**config.mk**
```make
export PLATFORM = sky130hd
export DESIGN_NAME = gdfm_fault_manager
export DESIGN_NICKNAME = d
export VERILOG_FILES = /design/src/inc/gdfm_pkg.sv /design/src/rtl/gdfm_fault_manager.sv /design/src/rtl/gdfm_latch_timer.sv
export VERILOG_INCLUDE_DIRS = /design/src /design/src/inc
export SDC_FILE = /design/constraint.sdc
export NUM_CORES = 1
export LEC_CHECK = 0
export ABC_AREA = 1
export BUFFER_PORTS_ARGS = -buffer_cell sky130_fd_sc_hd__buf_4
export CAP_MARGIN = 20
export CELL_PAD_IN_SITES_DETAIL_PLACEMENT = 1
export CELL_PAD_IN_SITES_GLOBAL_PLACEMENT = 2
export CORE_MARGIN = 2
export CORE_UTILIZATION = 35
export CTS_BUF_LIST = sky130_fd_sc_hd__clkbuf_4 sky130_fd_sc_hd__clkbuf_8 sky130_fd_sc_hd__clkbuf_16
export CTS_CLUSTER_SIZE = 30
export DETAILED_ROUTE_END_ITERATION = 8
export GPL_TIMING_DRIVEN = 0
export PLACE_DENSITY_LB_ADDON = 0.1
export SYNTH_ARGS = -nofsm -noshare
export SYNTH_HDL_FRONTEND = slang
export SYNTH_SLANG_ARGS = --single-unit
```
**constraint.sdc**
```tcl
create_clock -name clk_sys_in -period 2.27 [get_ports clk_sys_in]
set_input_delay 0.454 -clock clk_sys_in [delete_from_list [all_inputs] [get_ports clk_sys_in]]
set_output_delay 0.454 -clock clk_sys_in [all_outputs]
set_load 0.005 [all_outputs]
```
**src/inc/gdfm_consts.svh**
```systemverilog
// Timing counts, widths and reset values of the gate driver fault manager
`ifndef GDFM_CONSTS_SVH
`define GDFM_CONSTS_SVH

`define GDFM_CLK_PERIOD_NS  100
`define GDFM_LATCH_TIME_MS  14
`define GDFM_LATCH_CYCLES   ((`GDFM_LATCH_TIME_MS * 1000000) / `GDFM_CLK_PERIOD_NS)
`define GDFM_LATCH_W        18
`define GDFM_BLANK_TIME_NS  1050
`define GDFM_BLANK_CYCLES   ((`GDFM_BLANK_TIME_NS + `GDFM_CLK_PERIOD_NS - 1) / `GDFM_CLK_PERIOD_NS)
`define GDFM_BLANK_W        4
`define GDFM_MINPW_TIME_NS  500
`define GDFM_MINPW_CYCLES   ((`GDFM_MINPW_TIME_NS + `GDFM_CLK_PERIOD_NS - 1) / `GDFM_CLK_PERIOD_NS)
`define GDFM_FILT_W         3
`define GDFM_SSD_TIME_NS    1000
`define GDFM_SSD_CYCLES     ((`GDFM_SSD_TIME_NS + `GDFM_CLK_PERIOD_NS - 1) / `GDFM_CLK_PERIOD_NS)
`define GDFM_SSD_W          4
`define GDFM_RST_OE_N       1'b1
`define GDFM_RST_CLAMP      1'b1

`endif

```
**src/inc/gdfm_pkg.sv**
```systemverilog
// Types of the gate driver fault manager
package gdfm_pkg;

   // Pin inputs as seen after each synchroniser stage
   typedef struct packed {
      logic [2:0] ls_cmd;
      logic [2:0] hs_cmd;
      logic       rst_n;
      logic       per_phase;
      logic [2:0] prim_supply_undervoltage_lockout;
      logic [2:0] prim_pgood;
      logic [5:0] sec_supply_undervoltage_lockout;
      logic [5:0] sec_pgood;
      logic [5:0] desat;
      logic [5:0] sec_present;
   } gdfm_pins_t;

   // State of the supervisor apart from its latch timers; side index is 2*phase, +1 for high side
   typedef struct packed {
      gdfm_pins_t       s1;
      gdfm_pins_t       s2;
      logic [5:0]       filt;
      logic [5:0][2:0]  fcnt;
      logic [5:0]       cmd_d;
      logic [5:0]       armed;
      logic [5:0]       gate;
      logic [5:0]       prev_fault;
      logic [5:0]       prev_sec;
      logic [5:0][3:0]  blank;
      logic [5:0][3:0]  ssd;
      logic [5:0]       ssd_on;
      logic [5:0]       clamp;
      logic [2:0]       prev_prim;
      logic [2:0]       conv_en;
      logic [2:0]       bot_oe_n;
      logic [2:0]       top_oe_n;
      logic [2:0]       ph_oe_n;
   } gdfm_state_t;

   typedef struct packed {
      logic [17:0] count;
      logic        active;
   } gdfm_timer_t;

endpackage : gdfm_pkg

```
**src/rtl/gdfm_fault_manager.sv**
```systemverilog
// Three-phase gate driver fault supervision and PWM gating
`timescale 1ns/1ps
`include "gdfm_consts.svh"

module gdfm_fault_manager #(
   parameter int unsigned LATCH_CYCLES = `GDFM_LATCH_CYCLES
) (
   // Clock and reset
   input  wire logic       clk_sys_in,
   input  wire logic       reset_in,
   // Controller pins
   input  wire logic [2:0] low_side_switch_cmd_in,
   input  wire logic [2:0] high_side_switch_cmd_in,
   input  wire logic       driver_reset_active_low_in,
   input  wire logic       report_per_phase_in,
   // Primary supply monitors, one per phase
   input  wire logic [2:0] supply_undervoltage_lockout_in,
   input  wire logic [2:0] primary_power_good_in,
   // Secondary monitors, index 2*phase for low side, +1 for high side
   input  wire logic [5:0] sec_supply_undervoltage_lockout_in,
   input  wire logic [5:0] sec_power_good_in,
   input  wire logic [5:0] desat_comparator_in,
   input  wire logic [5:0] sec_supply_present_in,
   // Gate side
   output logic      [2:0] low_side_gate_drive_out,
   output logic      [2:0] high_side_gate_drive_out,
   output logic      [5:0] soft_shutdown_out,
   output logic      [5:0] miller_clamp_out,
   output logic      [2:0] converter_enable_out,
   // Open-drain fault reports, enable low pulls the pin low
   output logic      [2:0] bottom_fault_report_oe_n_out,
   output logic      [2:0] top_fault_report_oe_n_out,
   output logic      [2:0] fault_report_oe_n_out
);

   localparam logic [2:0] MINPW_LAST = 3'(`GDFM_MINPW_CYCLES - 1);
   localparam logic [3:0] BLANK_LOAD = 4'(`GDFM_BLANK_CYCLES);
   localparam logic [3:0] SSD_LOAD   = 4'(`GDFM_SSD_CYCLES);

   gdfm_pkg::gdfm_state_t st;
   gdfm_pkg::gdfm_state_t next_st;
   gdfm_pkg::gdfm_pins_t  pins;

   logic [2:0] prim_raw;
   logic [2:0] prim_st;
   logic [2:0] prim_trig;
   logic [5:0] raw_v;
   logic [5:0] eff_v;
   logic [5:0] rise_v;
   logic [5:0] desat_v;
   logic [5:0] sec_raw;
   logic [5:0] sec_st;
   logic [5:0] sec_trig;
   logic [5:0] fault_v;
   logic [5:0] next_gate;
   logic [8:0] lt_trig;
   logic [8:0] lt_active;

   // Counting down to zero, shared by blanking and soft-shutdown timers
   function automatic logic [3:0] dec_sat(input logic [3:0] v);
      dec_sat = (v == 4'h0) ? 4'h0 : v - 4'h1;
   endfunction : dec_sat

   always_comb begin
      pins.ls_cmd      = low_side_switch_cmd_in;
      pins.hs_cmd      = high_side_switch_cmd_in;
      pins.rst_n       = driver_reset_active_low_in;
      pins.per_phase   = report_per_phase_in;
      pins.prim_supply_undervoltage_lockout   = supply_undervoltage_lockout_in;
      pins.prim_pgood  = primary_power_good_in;
      pins.sec_supply_undervoltage_lockout    = sec_supply_undervoltage_lockout_in;
      pins.sec_pgood   = sec_power_good_in;
      pins.desat       = desat_comparator_in;
      pins.sec_present = sec_supply_present_in;
   end

   // Latch timers: 0..2 primary per phase, 3..8 secondary per side
   assign lt_trig = {sec_trig, prim_trig};

   for (genvar i = 0; i < 9; i++) begin : g_latch
      gdfm_latch_timer #(
         .CYCLES(LATCH_CYCLES)
      ) u_latch (
         .clk_sys_in(clk_sys_in),
         .reset_in  (reset_in),
         .trigger_in(lt_trig[i]),
         .active_out(lt_active[i])
      );
   end

   always_comb begin
      next_st   = st;
      prim_raw  = '0;
      prim_st   = '0;
      raw_v     = '0;
      eff_v     = '0;
      rise_v    = '0;
      desat_v   = '0;
      sec_raw   = '0;
      sec_st    = '0;
      fault_v   = '0;
      next_gate = '0;

      // Two-stage synchronisers; stage one is read only by stage two
      next_st.s1 = pins;
      next_st.s2 = st.s1;

      for (int p = 0; p < 3; p++) begin
         prim_raw[p] = st.s2.prim_supply_undervoltage_lockout[p] | ~st.s2.prim_pgood[p]
                     | ~(&st.s2.sec_present[2*p +: 2]);
         prim_st[p]  = prim_raw[p] | lt_active[p];
         // Reset pin zeroes commands before the spike filter
         raw_v[2*p]   = st.s2.ls_cmd[p] & st.s2.rst_n;
         raw_v[2*p+1] = st.s2.hs_cmd[p] & st.s2.rst_n;
      end
      prim_trig         = prim_raw & ~st.prev_prim;
      next_st.prev_prim = prim_raw;

      for (int s = 0; s < 6; s++) begin
         // Spike filter: a level must hold for the minimum width to pass
         if (raw_v[s] == st.filt[s]) begin
            next_st.fcnt[s] = 3'h0;
         end else if (st.fcnt[s] == MINPW_LAST) begin
            next_st.filt[s] = raw_v[s];
            next_st.fcnt[s] = 3'h0;
         end else begin
            next_st.fcnt[s] = st.fcnt[s] + 3'h1;
         end

         // Overlapping commands block both sides of the phase
         eff_v[s]  = st.filt[s] & ~st.filt[s ^ 1] & st.s2.rst_n;
         rise_v[s] = eff_v[s] & ~st.cmd_d[s];

         desat_v[s] = st.gate[s] & (st.blank[s] == 4'h0) & st.s2.desat[s];
         sec_raw[s] = st.s2.sec_supply_undervoltage_lockout[s] | ~st.s2.sec_pgood[s] | desat_v[s];
         sec_st[s]  = sec_raw[s] | lt_active[3 + s];
         fault_v[s] = sec_st[s] | prim_st[s >> 1];

         // Any fault disarms; only a fresh rising edge re-arms
         if (fault_v[s]) begin
            next_st.armed[s] = 1'b0;
         end else if (rise_v[s]) begin
            next_st.armed[s] = 1'b1;
         end
         next_gate[s] = ~fault_v[s] & eff_v[s] & (st.armed[s] | rise_v[s]);
         next_st.gate[s] = next_gate[s];

         if (next_gate[s] & ~st.gate[s]) begin
            next_st.blank[s] = BLANK_LOAD;
         end else begin
            next_st.blank[s] = dec_sat(st.blank[s]);
         end

         // Fault onset while on uses the slow discharge path
         if (fault_v[s] & ~st.prev_fault[s] & st.gate[s]) begin
            next_st.ssd[s] = SSD_LOAD;
         end else begin
            next_st.ssd[s] = dec_sat(st.ssd[s]);
         end
         next_st.ssd_on[s] = (next_st.ssd[s] != 4'h0);
         next_st.clamp[s] = ~next_gate[s] & (next_st.ssd[s] == 4'h0);
      end
      next_st.cmd_d      = eff_v;
      next_st.prev_fault = fault_v;
      sec_trig           = sec_raw & ~st.prev_sec;
      next_st.prev_sec   = sec_raw;

      for (int p = 0; p < 3; p++) begin
         next_st.conv_en[p]  = ~prim_st[p];
         next_st.bot_oe_n[p] = st.s2.per_phase | ~(sec_st[2*p] | prim_st[p]);
         next_st.top_oe_n[p] = st.s2.per_phase | ~(sec_st[2*p+1] | prim_st[p]);
         next_st.ph_oe_n[p]  = ~st.s2.per_phase
                             | ~(sec_st[2*p] | sec_st[2*p+1] | prim_st[p]);
      end
   end

   always_ff @(posedge clk_sys_in) begin
      if (reset_in) begin
         st          <= '0;
         st.bot_oe_n <= {3{`GDFM_RST_OE_N}};
         st.top_oe_n <= {3{`GDFM_RST_OE_N}};
         st.ph_oe_n  <= {3{`GDFM_RST_OE_N}};
         st.clamp    <= {6{`GDFM_RST_CLAMP}};
      end else begin
         st <= next_st;
      end
   end

   for (genvar p = 0; p < 3; p++) begin : g_out
      assign low_side_gate_drive_out[p]  = st.gate[2*p];
      assign high_side_gate_drive_out[p] = st.gate[2*p+1];
   end

   assign soft_shutdown_out            = st.ssd_on;
   assign miller_clamp_out             = st.clamp;
   assign converter_enable_out         = st.conv_en;
   assign bottom_fault_report_oe_n_out = st.bot_oe_n;
   assign top_fault_report_oe_n_out    = st.top_oe_n;
   assign fault_report_oe_n_out        = st.ph_oe_n;
endmodule : gdfm_fault_manager

```
**src/rtl/gdfm_latch_timer.sv**
```systemverilog
// Fault latch timer: holds active for a fixed count after each trigger
`timescale 1ns/1ps
`include "gdfm_consts.svh"

module gdfm_latch_timer #(
   parameter int unsigned CYCLES = `GDFM_LATCH_CYCLES
) (
   // Clock and reset
   input  wire logic clk_sys_in,
   input  wire logic reset_in,
   // Control
   input  wire logic trigger_in,
   // Status
   output logic      active_out
);

   localparam logic [`GDFM_LATCH_W-1:0] LOAD = `GDFM_LATCH_W'(CYCLES);

   gdfm_pkg::gdfm_timer_t st;
   gdfm_pkg::gdfm_timer_t next_st;

   always_comb begin
      next_st = st;
      if (trigger_in) begin
         next_st.count = LOAD;
      end else if (st.count != '0) begin
         next_st.count = st.count - 1'b1;
      end
      next_st.active = (next_st.count != '0);
   end

   always_ff @(posedge clk_sys_in) begin
      if (reset_in) begin
         st <= '0;
      end else begin
         st <= next_st;
      end
   end

   assign active_out = st.active;

endmodule : gdfm_latch_timer

```
==> summary.txt <==
Worst setup path
  • Crit-path slowest cell: clkbuf_1
  • R2R Setup Slk: 0.16 ns
  • Worst path cell trace: buf_4 > clkbuf_1 > clkbuf_1 > clkbuf_1 > o22ai_1
  • Worst endpoint required time: about 2.7 ns
  • Data arrival time of the critical path: between 2 and 3 ns
  • Max Fanout on Critical Path: 10
  • Most used cell, CP: clkbuf_1
  • CP Class: input pin to register
  • CP Launch Type: input pin
  • CP max stage delay: ~0.80 ns
  • Crit path capture type: register

Synth
  • Mapped cell area: roughly 0.018 mm²
  • Seq/Total Area, Yosys: approximately 42%
  • Synth area leader: dfxtp_1
  • Yosys top cell area share: a little over two fifths
  • Synth Warn #: 0
  • Primary FF master, synth: dfxtp_1
  • Flops & latches, synth: 376
  • Top cells by count, synth: nor2_1, nand2_1, dfxtp_1
  • Netlist cell types: 45
  • Synth Instances: ~2.6k
  • Async set or reset register ratio after synthesis: 0%
  • Syn Nets: between 2k and 3k
  • Syn avg cell area: between 6 and 7 µm²
  • Number of enable flip-flop cells after synthesis: 0
  • Most common cell in the netlist: nor2_1
  • Leading post-synthesis cells by cell area: dfxtp_1, nor2_1, nand2_1

Route
  • Vias post-DR: ~16k
  • Total Wirelength: 53.46 mm
  • Drt first pass iters: 5
  • DR WL/cell: 15.55 µm
  • Initial DRC count: approximately 570
  • Routed Antenna Nets: 0
  • Drt drc: 0
  • Vias/cell: between 4 and 5

Layout
  • Fillers: ~6.5k
  • Final instance area: 0.02091 mm²
  • Area grow syn2layout: 17.98%
  • Layout net count: roughly 2.8k
  • Antenna cells: 0
  • Layout cell share with drive strength beyond 1: a little under an eighth

Power
  • Leak pwr: 9.856 nW
  • PwrDens: slightly below 900 mW/mm²
  • Peak VDD IR: a little under 0.5 mV

Timing
  • Period utilization: a little over nine tenths
  • # setup viols final: 0
  • Slew Viols, Final: 0
  • Clk_skew: around 0.027 ns
  • Worst-margin pin slew: a little under 1 ns
  • Fin Setup TNS: 0 ns
  • Fmax achieved: about 470 MHz
  • Final Hold Fails: 0
  • RSZ-0062 raised after global routing: true
  • Worst rel slew slack: 33.77%
  • Period minus WS final: 2.146 ns

CTS
  • Clk slew on worst S/H paths: approximately 0.060 ns
  • Num CTS Buffers: 46
  • Root Buffer: clkbuf_16
  • H-tree depth: 2
  • # clock sinks: between 300 and 400
  • Clock Path Buffers: 3
  • CTS tree: yes
  • Clk_lat worst skew: 0.59 ns
  • Hold buffers post-CTS: 0

Job
  • Max Cap Viol: 0

GRT
  • Tot GR Track Use: roughly 20%
  • GRT overflow: 0
  • Initial antenna violation count: 0
  • Vias in the first global route: roughly 17k
  • First-pass GRT wire length: around 86 mm
  • Largest net degree at the start of global routing: 14

Place
  • Placed cell area: roughly 0.019 mm²
  • HPWL Detailed: between 40 and 50 mm
  • I/O Buffers: 69
  • Gp weighted congestion: roughly 0.82

Die
  • Chip Height: roughly 230 µm
  • Core area: 0.05007 mm²
  • Die Width: about 230 µm
  • Initial Util: between 30 and 40%
  • Core Rows: between 80 and 90
  • Die ar.: roughly 0.052 mm²
  • IO Count: 70

Status
  • Status: finished clean

Hold path
  • Hold crit path type: input pin to register
==> area by class of cell <==
class	instances	area [µm²]	share of cell area (%)
tap	672	840.8	4.022
clock buffer	60	1294	6.189
inverter	356	1344	6.428
timing repair buffer	89	665.6	3.184
sequential	376	7527	36.01
clock inverter	25	265.3	1.269
buffer	90	556.8	2.663
multi-input combinational	1770	8412	40.24
==> worst max-delay path, delay by kind of cell <==
| family | cells | cell delay (ns) |
|---|---|---|
| AO/OA/AOI/OAI | 1 | 0.20 |
| buffers and inverters | 4 | 1.91 |
==> cells in the final DEF (no fill, tap or decap), drive strengths merged <==
cell type and count:
a211oi 3, a21boi 1, a21o 1, a21oi 97, a221oi 2, a311oi 1, a31oi 2, a41oi 4
and2 1, buf 144, bufinv 4, clkbuf 95, clkinv 14, clkinvlp 6, dfxtp 376, ha 21
inv 357, nand2 539, nand3 177, nand3b 27, nand4 46, nor2 626, nor3 70, nor4 6
o2111ai 1, o211a 1, o211ai 4, o21ai 69, o21bai 1, o22ai 1, or2 14, xnor2 17
xor2 38
==> logic make-up after synthesis <==
kind of cell / after synthesis / synth area share [%]
xor gates and xnor gates: 55 / 2.719
and+or+nand+nor: 1505 / 37.01
AOI/OAI and AO/OA: 188 / 5.691
DFF: 376 / 42.48
adders and majority gates: 21 / 1.483
buffers and inverters: 446 / 10.61
==> flip-flops by register name, summed over array words and instances (netlist names), 6 cells and up <==
signal / cells
g_latch.u_latch.st: 162
st: 137
next_st: 38
g_latch.u_latch.active_out: 9
miller_clamp_out: 6
soft_shutdown_out: 6
==> layer usage <==
metal | vias up | wire [µm] | track usage, %
met4 | 0 | 1323 | 6.534
met1 | 7814 | 24720 | 25.57
met2 | 192 | 25830 | 35.83
li1 | 8333 | - | -
met3 | 83 | 1580 | 2.851
met5 | - | 0 | 0
==> per-stage QoR <==
step                      power (W)  utilization, %  setup WS [ns]  hold WS [ns]  instances
final                       0.01868           41.75         0.1239       0.05958       3438
after global routing        0.01979           41.75       -0.01963       0.06216       3438
after CTS                   0.01886           41.31       0.001103       0.02791       3419
after detailed placement    0.01115           38.11        -0.5951        0.3963       3333
after global placement      0.01104           38.10        -0.5541        0.3895       3332
after floorplan             0.01017               -         0.4667        0.3883       2591
==> final timing paths <==
kind                                          from                                       end  depth (start not counted)
min reg2reg                next_st[162]$_SDFF_PP0_                        st[162]$_SDFF_PP0_                          2
max reg2reg    g_latch[8].u_latch.st[1]$_SDFF_PP0_  g_latch[8].u_latch.active_out$_SDFF_PP0_                         12
min          sec_supply_undervoltage_lockout_in[5]                   next_st[152]$_SDFF_PP0_                          3
max                                       reset_in                         st[71]$_SDFF_PP0_                          5
==> power breakdown <==
group          total [W]  switching [W]  internal (W)
logic            0.00368        0.00242       0.00126
clock network    0.00758        0.00308       0.00450
registers        0.00742       0.000362       0.00706
total             0.0187        0.00586        0.0128
==> what timing repair did <==
item	in CTS	in global routing
resized for setup	9	32
setup endpoints to repair	4	18
hold endpoints to repair	0	0
gates cloned	0	1
buffers inserted	1	18
pin swaps	1	9
Power figures use the tool's default switching activity.
